`config.mk`:
```
export PLATFORM = sky130hd
export DESIGN_NAME = uilf_core
export DESIGN_NICKNAME = d
export VERILOG_FILES = /design/src/uilf_pkg.sv /design/src/uilf_core.sv /design/src/uilf_parity_unit.sv
export VERILOG_INCLUDE_DIRS = /design/src
export SDC_FILE = /design/constraint.sdc
export NUM_CORES = 1
export LEC_CHECK = 0
export BUFFER_PORTS_ARGS = -buffer_cell sky130_fd_sc_hd__buf_2
export CAP_MARGIN = 0
export CORE_MARGIN = 4
export CORE_UTILIZATION = 44
export DETAILED_ROUTE_END_ITERATION = 6
export PLACE_DENSITY = 0.87
export SYNTH_ARGS = -nofsm -noshare
export SYNTH_HDL_FRONTEND = slang
export SYNTH_SLANG_ARGS = --single-unit
export TNS_END_PERCENT = 20
```
`constraint.sdc`:
```
create_clock -name clk -period 2.03 [get_ports clk]
set_clock_uncertainty 0.2 [all_clocks]
set_input_delay 0.203 -clock clk [delete_from_list [all_inputs] [get_ports clk]]
set_output_delay 0.203 -clock clk [all_outputs]
set_load 0.03 [all_outputs]
```
`src/uilf_params.svh`:
```
// Register offsets, field positions, reset values and codes for the UART ident/format block
`ifndef UILF_PARAMS_SVH
`define UILF_PARAMS_SVH

// APB address width and register byte offsets
`define UILF_ADDR_W        12
`define UILF_OFS_IDENT     12'h000
`define UILF_OFS_LINECTL   12'h004
`define UILF_OFS_PENDING   12'h008

// Reset values
`define UILF_IDENT_RST     8'h01
`define UILF_LINECTL_RST   8'h00

// Interrupt identification field positions
`define UILF_ID_FIFO_HI    7
`define UILF_ID_FIFO_LO    6
`define UILF_ID_DEEP       5
`define UILF_ID_UNUSED     4

// Source codes in identification bits [3:0]
`define UILF_CODE_LINE     4'h6
`define UILF_CODE_RXDATA   4'h4
`define UILF_CODE_RXTO     4'hc
`define UILF_CODE_TXEMPTY  4'h2
`define UILF_CODE_MODEM    4'h0
`define UILF_CODE_NONE     4'h1

// Pending vector bit positions
`define UILF_PEND_LINE     0
`define UILF_PEND_RXDATA   1
`define UILF_PEND_RXTO     2
`define UILF_PEND_TXEMPTY  3
`define UILF_PEND_MODEM    4
`define UILF_PEND_W        5

// Line format control field positions
`define UILF_LC_DIVLATCH   7
`define UILF_LC_BREAK      6
`define UILF_LC_FORCE      5
`define UILF_LC_EVEN       4
`define UILF_LC_PAREN      3
`define UILF_LC_STOP       2
`define UILF_LC_WLEN_HI    1
`define UILF_LC_WLEN_LO    0

// Word length selections and stop lengths in half bit times
`define UILF_WLEN_5        2'b00
`define UILF_WLEN_6        2'b01
`define UILF_WLEN_7        2'b10
`define UILF_WLEN_8        2'b11
`define UILF_STOP_ONE      3'd2
`define UILF_STOP_ONEHALF  3'd3
`define UILF_STOP_TWO      3'd4

`endif

```
`src/uilf_pkg.sv`:
```
// Types shared by the UART ident/format block
package uilf_pkg;
   // Latched interrupt source, one-hot
   typedef enum logic [5:0] {
      SRC_NONE      = 6'b000001,
      SRC_LINE      = 6'b000010,
      SRC_RXDATA    = 6'b000100,
      SRC_RXTIMEOUT = 6'b001000,
      SRC_TXEMPTY   = 6'b010000,
      SRC_MODEM     = 6'b100000
   } uilf_src_t;

   // Parity mode as {force, even}
   typedef enum logic [1:0] {
      PAR_ODD  = 2'b00,
      PAR_EVEN = 2'b01,
      PAR_ONE  = 2'b10,
      PAR_ZERO = 2'b11
   } uilf_parity_t;
endpackage

```
`src/uilf_core.sv`:
```
// Interrupt identification and line format control with APB register access
`timescale 1ns/1ps
`default_nettype none
`include "uilf_params.svh"
module uilf_core
   import uilf_pkg::*;
(
   // Clock and reset
   input  wire logic                     clk,
   input  wire logic                     rst,
   // APB slave
   input  wire logic                     psel,
   input  wire logic                     penable,
   input  wire logic                     pwrite,
   input  wire logic [`UILF_ADDR_W-1:0]  paddr,
   input  wire logic [31:0]              pwdata,
   output logic      [31:0]              prdata,
   output logic                          pready,
   output logic                          pslverr,
   // Interrupt source events, one-cycle pulses
   input  wire logic                     lineConditionSource,
   input  wire logic                     rxDataAvailable,
   input  wire logic                     rxTimeoutSeen,
   input  wire logic                     txHoldingEmpty,
   input  wire logic                     modemChangeSource,
   // FIFO state from the FIFO control logic
   input  wire logic                     fifoEnabled,
   input  wire logic                     fifoDeep,
   // Transmit path
   input  wire logic                     txSerialData,
   input  wire logic [7:0]               txData,
   output logic                          txLine,
   output logic                          txParityBit,
   // Receive check path
   input  wire logic                     rxCheck,
   input  wire logic [7:0]               rxData,
   input  wire logic                     rxParityBit,
   output logic                          rxParityError,
   // Line format to transmitter and receiver
   output logic      [3:0]               wordLength,
   output logic      [2:0]               stopHalfBits,
   output logic                          parityEnable,
   output logic                          breakActive,
   output logic                          divisorAccess
);
   // Register state
   logic [7:0]             lineFormatControl;
   logic [`UILF_PEND_W-1:0] pending;
   uilf_src_t              current;
   uilf_src_t              next_current;
   uilf_src_t              readSource;

   // Bus decode
   logic                   setupPhase;
   logic                   accessDone;
   logic                   hitIdent;
   logic                   hitLineCtl;
   logic                   hitPending;
   logic                   hitAny;
   logic [`UILF_PEND_W-1:0] clearMask;
   logic [`UILF_PEND_W-1:0] next_pending;

   // Identification view
   logic [3:0]             sourceCode;
   logic [7:0]             identValue;

   // Parity helpers
   uilf_parity_t           parityMode;
   logic                   txParityCalc;
   logic                   rxParityCalc;

   // Transfer phases and address decode
   assign setupPhase = psel & ~penable;
   assign accessDone = psel & penable & pready;
   assign hitIdent   = (paddr == `UILF_OFS_IDENT);
   assign hitLineCtl = (paddr == `UILF_OFS_LINECTL);
   assign hitPending = (paddr == `UILF_OFS_PENDING);
   assign hitAny     = hitIdent | hitLineCtl | hitPending;

   // Read data is captured in setup, so the access phase needs no wait
   assign pready  = 1'b1;
   // Unmapped offsets answer with an error in the access phase
   assign pslverr = psel & penable & ~hitAny;

   // Code of the latched source
   always_comb begin
      case (current)
         SRC_LINE:      sourceCode = `UILF_CODE_LINE;
         SRC_RXDATA:    sourceCode = `UILF_CODE_RXDATA;
         SRC_RXTIMEOUT: sourceCode = `UILF_CODE_RXTO;
         SRC_TXEMPTY:   sourceCode = `UILF_CODE_TXEMPTY;
         SRC_MODEM:     sourceCode = `UILF_CODE_MODEM;
         SRC_NONE:      sourceCode = `UILF_CODE_NONE;
         default:       sourceCode = `UILF_CODE_NONE;
      endcase
   end

   // Identification byte: FIFO flags, depth flag, unused zero, code
   always_comb begin
      identValue = `UILF_IDENT_RST;
      identValue[`UILF_ID_FIFO_HI] = fifoEnabled;
      identValue[`UILF_ID_FIFO_LO] = fifoEnabled;
      identValue[`UILF_ID_DEEP]    = fifoDeep;
      identValue[`UILF_ID_UNUSED]  = 1'b0;
      identValue[3:0]              = sourceCode;
   end

   // Read data register, loaded in the setup cycle of a read
   always_ff @(posedge clk) begin
      if (rst) begin
         prdata <= 32'h0000_0000;
      end else if (setupPhase && !pwrite) begin
         if (hitIdent) begin
            prdata <= {24'h00_0000, identValue};
         end else if (hitLineCtl) begin
            prdata <= {24'h00_0000, lineFormatControl};
         end else if (hitPending) begin
            prdata <= {27'h000_0000, pending};
         end else begin
            prdata <= 32'h0000_0000;
         end
      end
   end

   // Source seen by the read now in progress
   always_ff @(posedge clk) begin
      if (rst) begin
         readSource <= SRC_NONE;
      end else if (setupPhase) begin
         readSource <= (hitIdent && !pwrite) ? current : SRC_NONE;
      end
   end

   // Clear mask: only the source returned by this read
   always_comb begin
      clearMask = '0;
      // A write, or a read of another register, clears nothing
      if (accessDone && !pwrite && hitIdent) begin
         case (readSource)
            SRC_LINE:      clearMask[`UILF_PEND_LINE]    = 1'b1;
            SRC_RXDATA:    clearMask[`UILF_PEND_RXDATA]  = 1'b1;
            SRC_RXTIMEOUT: clearMask[`UILF_PEND_RXTO]    = 1'b1;
            SRC_TXEMPTY:   clearMask[`UILF_PEND_TXEMPTY] = 1'b1;
            SRC_MODEM:     clearMask[`UILF_PEND_MODEM]   = 1'b1;
            SRC_NONE:      clearMask = '0;
            default:       clearMask = '0;
         endcase
      end
   end

   // Sticky pending flags; a new event wins over the read that clears it
   always_comb begin
      next_pending = pending & ~clearMask;
      // Each pulse sets its flag even in the cycle of a clearing read
      if (lineConditionSource) begin
         next_pending[`UILF_PEND_LINE] = 1'b1;
      end
      if (rxDataAvailable) begin
         next_pending[`UILF_PEND_RXDATA] = 1'b1;
      end
      if (rxTimeoutSeen) begin
         next_pending[`UILF_PEND_RXTO] = 1'b1;
      end
      if (txHoldingEmpty) begin
         next_pending[`UILF_PEND_TXEMPTY] = 1'b1;
      end
      if (modemChangeSource) begin
         next_pending[`UILF_PEND_MODEM] = 1'b1;
      end
   end

   // Pending flag register
   always_ff @(posedge clk) begin
      if (rst) begin
         pending <= '0;
      end else begin
         pending <= next_pending;
      end
   end

   // Latched source: kept until its read, then the next highest is taken
   always_comb begin
      next_current = current;
      case (current)
         SRC_NONE: begin
            // Highest pending source; timeout ranks above data ready
            if (pending[`UILF_PEND_LINE]) begin
               next_current = SRC_LINE;
            end else if (pending[`UILF_PEND_RXTO]) begin
               next_current = SRC_RXTIMEOUT;
            end else if (pending[`UILF_PEND_RXDATA]) begin
               next_current = SRC_RXDATA;
            end else if (pending[`UILF_PEND_TXEMPTY]) begin
               next_current = SRC_TXEMPTY;
            end else if (pending[`UILF_PEND_MODEM]) begin
               next_current = SRC_MODEM;
            end
         end
         SRC_LINE, SRC_RXDATA, SRC_RXTIMEOUT, SRC_TXEMPTY, SRC_MODEM: begin
            // Hold the reported source until the read that services it
            if (accessDone && !pwrite && hitIdent && readSource == current) begin
               next_current = SRC_NONE;
            end
         end
         default: next_current = SRC_NONE;
      endcase
   end

   // Latched source register
   always_ff @(posedge clk) begin
      if (rst) begin
         current <= SRC_NONE;
      end else begin
         current <= next_current;
      end
   end

   // Line format control register, written at the end of the access phase
   always_ff @(posedge clk) begin
      if (rst) begin
         lineFormatControl <= `UILF_LINECTL_RST;
      end else if (accessDone && pwrite && hitLineCtl) begin
         lineFormatControl <= pwdata[7:0];
      end
   end

   // Parity mode from force and even bits
   assign parityMode = uilf_parity_t'({lineFormatControl[`UILF_LC_FORCE],
                                       lineFormatControl[`UILF_LC_EVEN]});

   // Transmit parity generator
   uilf_parity_unit txParity (
      .dataBits   (txData),
      .wordSel    (lineFormatControl[`UILF_LC_WLEN_HI:`UILF_LC_WLEN_LO]),
      .parityMode (parityMode),
      .parityBit  (txParityCalc)
   );

   // Receive parity checker
   uilf_parity_unit rxParity (
      .dataBits   (rxData),
      .wordSel    (lineFormatControl[`UILF_LC_WLEN_HI:`UILF_LC_WLEN_LO]),
      .parityMode (parityMode),
      .parityBit  (rxParityCalc)
   );

   // Transmit parity bit, zero when parity is off
   always_ff @(posedge clk) begin
      if (rst) begin
         txParityBit <= 1'b0;
      end else begin
         txParityBit <= lineFormatControl[`UILF_LC_PAREN] & txParityCalc;
      end
   end

   // Receive parity error pulse, only when parity is enabled
   always_ff @(posedge clk) begin
      if (rst) begin
         rxParityError <= 1'b0;
      end else begin
         rxParityError <= rxCheck & lineFormatControl[`UILF_LC_PAREN]
                          & (rxParityBit != rxParityCalc);
      end
   end

   // Transmit line, forced low during break
   always_ff @(posedge clk) begin
      if (rst) begin
         txLine <= 1'b1;
      end else begin
         txLine <= txSerialData & ~lineFormatControl[`UILF_LC_BREAK];
      end
   end

   // Word length in data bits
   always_ff @(posedge clk) begin
      if (rst) begin
         wordLength <= 4'h5;
      end else begin
         case (lineFormatControl[`UILF_LC_WLEN_HI:`UILF_LC_WLEN_LO])
            `UILF_WLEN_5: wordLength <= 4'h5;
            `UILF_WLEN_6: wordLength <= 4'h6;
            `UILF_WLEN_7: wordLength <= 4'h7;
            `UILF_WLEN_8: wordLength <= 4'h8;
            default:      wordLength <= 4'h5;
         endcase
      end
   end

   // Stop length in half bit times
   always_ff @(posedge clk) begin
      if (rst) begin
         stopHalfBits <= `UILF_STOP_ONE;
      end else if (!lineFormatControl[`UILF_LC_STOP]) begin
         stopHalfBits <= `UILF_STOP_ONE;
      end else if (lineFormatControl[`UILF_LC_WLEN_HI:`UILF_LC_WLEN_LO] == `UILF_WLEN_5) begin
         stopHalfBits <= `UILF_STOP_ONEHALF;
      end else begin
         stopHalfBits <= `UILF_STOP_TWO;
      end
   end

   // Plain control flags to transmitter, receiver and register decoder
   always_ff @(posedge clk) begin
      if (rst) begin
         parityEnable  <= 1'b0;
         breakActive   <= 1'b0;
         divisorAccess <= 1'b0;
      end else begin
         parityEnable  <= lineFormatControl[`UILF_LC_PAREN];
         breakActive   <= lineFormatControl[`UILF_LC_BREAK];
         divisorAccess <= lineFormatControl[`UILF_LC_DIVLATCH];
      end
   end
endmodule
`default_nettype wire

```
`src/uilf_parity_unit.sv`:
```
// Parity bit generator for a character of programmable length
`timescale 1ns/1ps
`default_nettype none
`include "uilf_params.svh"
module uilf_parity_unit
   import uilf_pkg::*;
(
   // Character and format
   input  wire logic [7:0]   dataBits,
   input  wire logic [1:0]   wordSel,
   input  wire uilf_parity_t parityMode,
   // Resulting parity bit
   output logic              parityBit
);
   logic [7:0] mask;
   logic       onesOdd;

   // Mask off bits beyond the selected word length
   always_comb begin
      case (wordSel)
         `UILF_WLEN_5: mask = 8'h1f;
         `UILF_WLEN_6: mask = 8'h3f;
         `UILF_WLEN_7: mask = 8'h7f;
         default:      mask = 8'hff;
      endcase
   end

   assign onesOdd = ^(dataBits & mask);

   // Odd, even or forced parity bit
   always_comb begin
      case (parityMode)
         PAR_ODD:  parityBit = ~onesOdd;
         PAR_EVEN: parityBit = onesOdd;
         PAR_ONE:  parityBit = 1'b1;
         PAR_ZERO: parityBit = 1'b0;
         default:  parityBit = 1'b0;
      endcase
   end
endmodule
`default_nettype wire

```
Word-level counts from Yosys, hierarchy flattened --
Cells that the tools add are included.
Word-level totals: RAM bits 0, memories kept 0, output and inout port bits 47, flip-flop bits (word level) 70, logic and storage cells 99, bits in latches 0, bits of input ports 75, ROM bits 0
Cells by class: multiply operators 0, bitwise logic cells 19, multiplexer cells 28, equal/unequal tests 23, shift operators 0, divide/modulo/power cells 0, $lt $le $gt $ge 0, reduce and logical (&&, ||, !) cells 16, add/subtract/negate cells 0
Operators with widths (number):
- 2-to-1 mux 6 bit | 7
- one-hot mux 8 bit (3 select lines) | 1
- one-hot mux 4 bit (5 select lines) | 1
- bitwise AND 8 bit | 2
- 2-to-1 mux 8 bit | 2
- one-hot mux 4 bit (4 select lines) | 1
- XOR reduction 8 bit | 2
- == test 12 x 3 -> 1 bit (second input constant) | 1
- == test 12 x 4 -> 1 bit (second input constant) | 1
- == test 6 x 2 -> 1 bit (second input constant) | 2
- == test 6 x 3 -> 1 bit (second input constant) | 2
- == test 6 x 4 -> 1 bit (second input constant) | 2
- == test 6 x 5 -> 1 bit (second input constant) | 2
- == test 6 bit (second input constant) | 2
- logical NOT 12 bit | 1
- one-hot mux 6 bit (2 select lines) | 1
- 2-to-1 mux 1 bit | 10
- 2-to-1 mux 5 bit | 2
- == test 2 bit (second input constant) | 4
- one-hot mux 1 bit (4 select lines) | 2
- bitwise AND 1 bit | 7
- logical AND 1 bit | 7
- == test 6 x 1 -> 1 bit (second input constant) | 1
- == test 6 bit | 1
- other kinds (14) | 22

Logic depth before layout (Yosys ltp) --
Gate-level depths: netlist (run 1).
depth after elaboration 8, depth in mapped cells 7, depth with buffers taken out 7

By module --
Synthesis (run 1) repeated with hierarchy kept, for this count alone.
Second synthesis, totals: cells, all modules 291, area total of the unflattened synthesis 2653.8 µm²
Modules (own cells, without submodules):
- uilf_core | cells an instance 265, area an instance 2386.0 µm², sequential area each 920.9 µm², instances 1
- uilf_parity_unit | cells an instance 13, area an instance 133.9 µm², sequential area each 0.0 µm², instances 2

Least setup slack after synthesis (run 1) --
Ideal clock, no wire load.
path type input-to-reg, start point in paddr[3], end point reg pending[0], cell stages on the path 5, library setup time 0.135 ns, path slack 0.241 ns, path buffers 1, data arrival time 1.454 ns, data required time 1.695 ns, cell sequence buf_2 > or4_1 > or3_4 > nor4_4 > a211oi_1
Between the ends: word-level cells in the longest chain between the ends 6
Ends and longest elaborated chain:
- from (decl) | RTL line uilf_core.sv:15 | input wire logic [`UILF_ADDR_W-1:0] paddr,
- logical NOT 12 bit (no source line)
- logical AND 1 bit | RTL line uilf_core.sv:138 | if (accessDone && !pwrite && hitIdent) begin
- 2-to-1 mux 5 bit | RTL line uilf_core.sv:138
- inverter 5 bit | RTL line uilf_core.sv:153 | next_pending = pending & ~clearMask;
- bitwise AND 5 bit | RTL line uilf_core.sv:153
- 2-to-1 mux 1 bit | RTL line uilf_core.sv:155 | if (lineConditionSource) begin
- to (signal assigned) | RTL line uilf_core.sv:177 | pending <= next_pending;
- to (decl) | RTL line uilf_core.sv:48 | logic [`UILF_PEND_W-1:0] pending;
No other way between the ends. A chain may end at the register's enable or synchronous reset.

Worst setup path after layout (run 1) --
start point reg current[5], end point reg current[0]
Between the ends: word-level cells in the longest chain between the ends 4, elaborated cells between the ends (all ways) 13, classes of those cells eq/ne: 9; mux: 1; reduce/logical: 3
Ends and longest elaborated chain:
- from (decl) | RTL line uilf_core.sv:49 | uilf_src_t current;
- from (signal assigned) | RTL line uilf_core.sv:214 | current <= next_current;
- == test 6 x 2 -> 1 bit (tied with other cells) | RTL line uilf_core.sv:184 | case (current)
- OR reduction 5 bit / logical AND 1 bit (equally long branches) | RTL line uilf_core.sv:184, uilf_core.sv:201
- != test 2 bit (no source line)
- AND reduction 2 bit (no source line)
Parallel ways exist; a longest one is shown, timed or not.

==> impl_metrics.toml, run 1 <==
[run_status]
status = "finished, final reports clean"

[final_layout]
diodes = 0
area_growth_pct = 24.8
final_cells = 452
final_util_pct = 57.5
design.final.nets = 460
layout-drive-gt1-share_pct = 27.4

[synth]
synth-edff-count = 0
syn_inst = 291
ys_ff_latch = 46
syn_avg_cell_area_um2 = 8.87
synthFlopType = "dfxtp_1"
ys_warn_count = 0
synth.distinct_cells = 49
syn_area_um2 = 2580
async_flop_share_pct = 0
yosysSeqAreaShare_pct = 35.7

[placement]
io_buffers = 72
place_congestion = 0.805
post-place-cells = 430
dp_hpwl_um = 4580

[clock_tree]
cts_buffer_depth = 2
clockRootBuffer = "clkbuf_8"
cts.sinks = 46
post-cts-setup-buffer-count = 0
clk_latency_ns = 0.30
clk_pin_slew_worst_paths_ns = 0.08
cts_buffers = 5
cts_tree = "done"
h-tree-depth = 2

[die]
initial_core_util_pct = 46.0
die-area_um2 = 7160
chipHeight_um = 84.6
ios = 122
std_cell_rows = 27
dieWidth_um = 84.6
core_area_um2 = 5610

[grt]
grt_pass1_vias = 2194
antenna_found_initial = 0
grt_max_degree = 39
grt_pass1_wl_um = 10000
grt_overflow_total = 0
grt_use_total_pct = 17.0

[power_and_ir_drop]
comb_power_share_pct = 18.0
powerDensity_nw_per_um2 = 624
switching_share_pct = 26.7
seqPwrFrac_pct = 47.8
peakVddDrop_mv = 0.346
p_clk_share_pct = 34.2
power.total_mw = 2.01
p_sw_mw = 0.536
total_leakage_power_nw = 1.44
internal-power_mw = 1.47

[min_path]
whs_path_depth = 4
holdPathEnd = "rxParityError$_SDFF_PP0_"
min-delay-path-class = "in -> reg"
hp-start = "rxParityBit"

[detailed_routing]
ant_nets = 0
drtIter0Drc = 87
first_pass_iters = 5
viasPerCell = 5.06
wire_per_inst_um = 13.2
wirelength_um = 5950
remaining_drc_errors = 0
vias = 2289

[setup_path]
reg2reg_from = "current[5]$_SDFFE_PP0P_"
rr_endpoint = "current[0]$_SDFFE_PP1P_"
critical_path_class = "reg -> reg"
cp.arrival_ns = 1.87
r2r_cells = 5
startpoint = "current[5]$_SDFFE_PP0P_"
critical_path.max_fanout = 9
cp-end-kind = "register"
r2r_slack_ns = 0.15
critPathLaunchType = "register"
cp.required_ns = 2.02

[sta]
final_hold_viol_count = 0
rsz0062_at_grt = "false"
maxSlewViolCount = 0
clock.fmax_mhz = 532
relSlewSlack_pct = 57.0
fin_tns_setup_ns = 0
worst_pin_slew_ns = 0.645
min_period_over_period_pct = 92.5
finalSetupViolations = 0
whs_ns = 0.0231
period_minus_slack_ns = 1.88

[job]
maxCapViolations = 0
flip-flops by register name (all words and copies together) (netlist names):
register           cells
divisorAccess          1
txLine                 1
wordLength             4
readSource             6
parityEnable           1
txParityBit            1
current                6
lineFormatControl      8
prdata                 8
breakActive            1
pending                5
stopHalfBits           3
rxParityError          1
worst max path at each step:
| stage | slack [ns] | depth (start not counted) | to |
|---|---|---|---|
| after floorplan | 0.24 | 5 | pending[0]$_SDFF_PP0_ |
| after global placement | 0.13 | 6 | current[2]$_SDFFE_PP0P_ |
| after detailed placement | 0.1 | 6 | current[3]$_SDFFE_PP0P_ |
| after CTS | 0.13 | 5 | current[3]$_SDFFE_PP0P_ |
| after global routing | 0.02 | 5 | current[0]$_SDFFE_PP1P_ |
| final | 0.15 | 5 | current[0]$_SDFFE_PP1P_ |
critical path, stage by stage (launching register included):
cell	delay (ns)
dfxtp_1	0.42
nor3_1	0.28
nand3b_1	0.10
a31oi_1	0.36
nand2_1	0.14
a211o_1	0.27
synthesized netlist by cell type (5+ instances only):
master | n | area share, %
a21oi_1 | 5 | 0.97
a22oi_1 | 12 | 3.5
buf_2 | 5 | 0.97
buf_4 | 25 | 7.3
clkbuf_1 | 8 | 1.2
dfxtp_1 | 46 | 36
ha_1 | 5 | 2.4
inv_1 | 7 | 1.0
mux2i_1 | 12 | 4.7
nand2_1 | 19 | 2.8
nand2b_1 | 8 | 1.9
nand3b_1 | 6 | 1.7
nor2_1 | 35 | 5.1
nor2b_1 | 11 | 2.7
nor4_1 | 5 | 1.2
o21ai_0 | 9 | 1.7
xnor2_1 | 11 | 3.7
xor2_1 | 10 | 3.4
per-layer routing:
layer	GRT usage, %	vias up	share of wire (%)
met2	28.9	93	49
met4	6.33	0	1.9
li1	-	1124	-
met1	20.7	1061	41
met3	4.12	11	8.4
met5	0	-	0
cells in the final DEF, fill, tap and decap left out, drive strengths merged, types with 3 or more instances in the layout:
cell	n
nand2b	8
nand3b	6
nor2b	11
inv	7
nor2	35
buf	83
a22oi	12
xnor2	11
clkbuf	6
nor4	9
xor2	10
or3	4
ha	5
nor3b	4
dfxtp	46
nand4b	4
mux2i	12
nand2	19
a211oi	4
conb	25
nand3	3
o21ai	10
a21oi	5
nor3	4
dlygate4sd3	15
stage by stage:
stage / instance area, um2 / worst slack (ns)
finish: 3220 / 0.152
global route: 3220 / 0.0214
CTS: 3220 / 0.127
detailed placement: 2950 / 0.0998
global placement: 2950 / 0.128
floorplan: 2670 / 0.241
final cells by class:
type,instances,area [um2]
Inverter,7,26.3
Multi-Input combinational cell,222,1480
Clock inverter,1,30.0
Sequential cell,46,922
Tap cell,72,90.1
Timing Repair Buffer,98,593
Fill cell,524,2390
Clock buffer,6,82.6
kinds of logic (layout without fill, tap and decap cells):
group,after synthesis,in the layout,synth area share (%)
and+or+nand+nor,113,113,26.5
DFF,46,46,35.7
buffers and inverters,46,112,10.6
AOI/OAI and AO/OA,45,45,12.3
xor gates and xnor gates,21,21,7.13
muxes,13,13,5.09
adders and majority gates,5,5,2.42
other,2,25,0.291
power groups by stage:
stage / clock, mW / sequential [mW] / combinational [mW]
after CTS: 0.702 / 0.959 / 0.360
after global routing: 0.740 / 0.966 / 0.397
after global placement: 0 / 0.978 / 0.330
final: 0.687 / 0.961 / 0.361
after detailed placement: 0 / 0.981 / 0.336
after floorplan: 0 / 0.958 / 0.292
what timing repair did:
item | in CTS | in global routing
setup endpoints to repair | 0 | 5
resized for setup | 0 | 2
hold endpoints to repair | 15 | 0
hold buffers | 15 | 0
Power figures use the tool's default switching activity.
==> inputs of run 2 (changes only) <==
- CORE_UTILIZATION: 44 -> 34
- PLACE_DENSITY: 0.87 -> 0.72
- SYNTH_HIERARCHICAL: not set -> 1
==> impl_metrics.toml, run 2 <==
[sta]
period_minus_slack_ns = 1.93
clock.fmax_mhz = 518
whs_ns = 0.0494
min_period_over_period_pct = 95.1
finalSetupViolations = 0
fin_tns_setup_ns = 0
maxSlewViolCount = 0
rsz0062_at_grt = "false"
final_hold_viol_count = 0

[power_and_ir_drop]
powerDensity_nw_per_um2 = 610
total_leakage_power_nw = 1.43
peakVddDrop_mv = 0.316
power.total_mw = 2.06
internal-power_mw = 1.49
seqPwrFrac_pct = 46.3
switching_share_pct = 27.5
p_sw_mw = 0.566
p_clk_share_pct = 33.3
comb_power_share_pct = 20.4

[final_layout]
layout-drive-gt1-share_pct = 29.7
design.final.nets = 463
layout_commonest_cell = "buf_2"
final_cells = 483
final_cell_mix = "buf_2 (72), dfxtp_1 (45), conb_1 (25)"
area_growth_pct = 27.3
top_regs = "lineFormatControl (8), prdata (8)"
diodes = 0

[synth]
synth_top_family_by_area = "simple AND/OR/NAND/NOR gates"
yosysSeqAreaShare_pct = 34.7
synth.area.top_cells = "dfxtp_1 (35%), buf_4 (7.4%), a21oi_1 (3.8%)"
synth_fa_ha_area_share_pct = 1.89
synth_compound_area_share_pct = 20.8
synth-simple-area-share_pct = 21.8
yosysMostFrequentCell = "dfxtp_1"
syn_area_um2 = 2650
muxShareOfSynthArea_pct = 1.13
ys_ff_latch = 46
synth_top_cell_area_share_pct = 34.7
synth.distinct_cells = 58
ys_warn_count = 6
syn_avg_cell_area_um2 = 9.12
synthFlopType = "dfxtp_1"
yosys.area.top_type = "dfxtp_1"
synth-edff-count = 0
synth_xor_area_share_pct = 7.87
async_flop_share_pct = 0
syn_inst = 291
synth_commonest_cells = "dfxtp_1 (46), buf_4 (26), a21oi_1 (20)"

[clock_tree]
cts_buffers = 5
clockRootBuffer = "clkbuf_8"
cts.sinks = 46
clk_latency_ns = 0.30
cts_tree = "done"
post-cts-setup-buffer-count = 0
cts_buffer_depth = 2
clk_pin_slew_worst_paths_ns = 0.08
h-tree-depth = 2

[setup_path]
critical_path_class = "reg -> reg"
cp-end-kind = "register"
cp.required_ns = 2.02
critical_path.max_fanout = 4
r2r_slack_ns = 0.1
reg2reg_from = "lineFormatControl[0]$_SDFFE_PP0P_"
r2r_cells = 7
critPathLaunchType = "register"
cp.arrival_ns = 1.92
rr_endpoint = "rxParityError$_SDFF_PP0_"

[placement]
io_buffers = 72
place_congestion = 0.860
post-place-cells = 461
dp_hpwl_um = 5210

[job]
maxCapViolations = 0

[die]
chipHeight_um = 96.3
dieWidth_um = 96.3
ios = 122
core_area_um2 = 7410
initial_core_util_pct = 35.8
die-area_um2 = 9280
std_cell_rows = 31

[min_path]
min-delay-path-class = "in -> reg"
hp-start = "rxParityBit"
whs_path_depth = 3
holdPathEnd = "rxParityError$_SDFF_PP0_"

[grt]
grt_overflow_total = 0
grt_pass1_vias = 2239
antenna_found_initial = 0
grt_use_total_pct = 14.3
grt_max_degree = 24
grt_pass1_wl_um = 10500

[detailed_routing]
ant_nets = 0
drtIter0Drc = 150
wire_per_inst_um = 13.5
viasPerCell = 4.93
wirelength_um = 6510
remaining_drc_errors = 0
vias = 2382
first_pass_iters = 4

[run_status]
status = "finished, final reports clean"
## run 2: worst max-delay path, cell delays in order, from the launching register on
cell	delay [ns]
dfxtp_1	0.34
and2_1	0.17
o211ai_4	0.19
a21oi_1	0.08
or3b_1	0.36
xor2_1	0.16
xor2_1	0.16
and3_1	0.17
## run 2: layout make-up
type	instances	area (um2)
clock inverters	1	30.0
repair buffers	104	651
inverters	11	41.3
well taps	99	124
fillers	724	4030
multi-input cells	216	1530
flip-flops and latches	46	922
clock buffers	6	82.6
## run 2: power by group through the flow
stage,clock network [mW],registers (mW),logic [mW]
floorplan,0,0.959,0.323
global placement,0,0.973,0.383
detailed placement,0,0.974,0.389
CTS,0.704,0.953,0.412
global route,0.732,0.957,0.458
finish,0.687,0.954,0.420
## run 2: layer usage
layer,vias to the layer above,wire length [um],part of all wire [%],track usage [%]
met1,1101,2920,45,19.2
met4,0,116,1.8,5.02
met2,84,3040,47,23.2
li1,1185,-,-,-
met3,12,427,6.6,2.58
met5,-,0,0,0
## run 2: how the worst max path moves through the flow
stage                                      startpoint                        to  slack, ns  depth (start not counted)
finish              lineFormatControl[0]$_SDFFE_PP0P_  rxParityError$_SDFF_PP0_        0.1                          7
global route        lineFormatControl[0]$_SDFFE_PP0P_  rxParityError$_SDFF_PP0_       0.01                          7
CTS                 lineFormatControl[0]$_SDFFE_PP0P_  rxParityError$_SDFF_PP0_        0.1                          7
detailed placement                          rxData[0]  rxParityError$_SDFF_PP0_      -0.05                          8
global placement                            rxData[0]  rxParityError$_SDFF_PP0_      -0.03                          8
floorplan                                   rxData[0]  rxParityError$_SDFF_PP0_       0.09                          7
## run 2: repair_timing
item                                    4_1_cts  5_1_grt
hold buffers                                 15        0
hold endpoints to repair                     15        0
gates resized for setup                       0        1
endpoints found under the setup margin        0        3
## run 2: cells by family after synthesis
group | Yosys count
other | 2
XOR/XNOR | 19
buffers and inverters | 52
adder cells (fa/ha/maj) | 4
flip-flops | 46
AO/OA/AOI/OAI | 72
multiplexers | 3
AND/OR/NAND/NOR | 93
## run 2: stage by stage
stage          setup WS (ns)  area (um2)  util [%]
6_report              0.0998        3380      45.6
3_5_place_dp         -0.0487        3100      41.9
5_1_grt               0.0110        3380      45.6
3_3_place_gp         -0.0269        3100      41.9
2_1_floorplan         0.0884        2740         -
4_1_cts               0.0993        3360      45.4
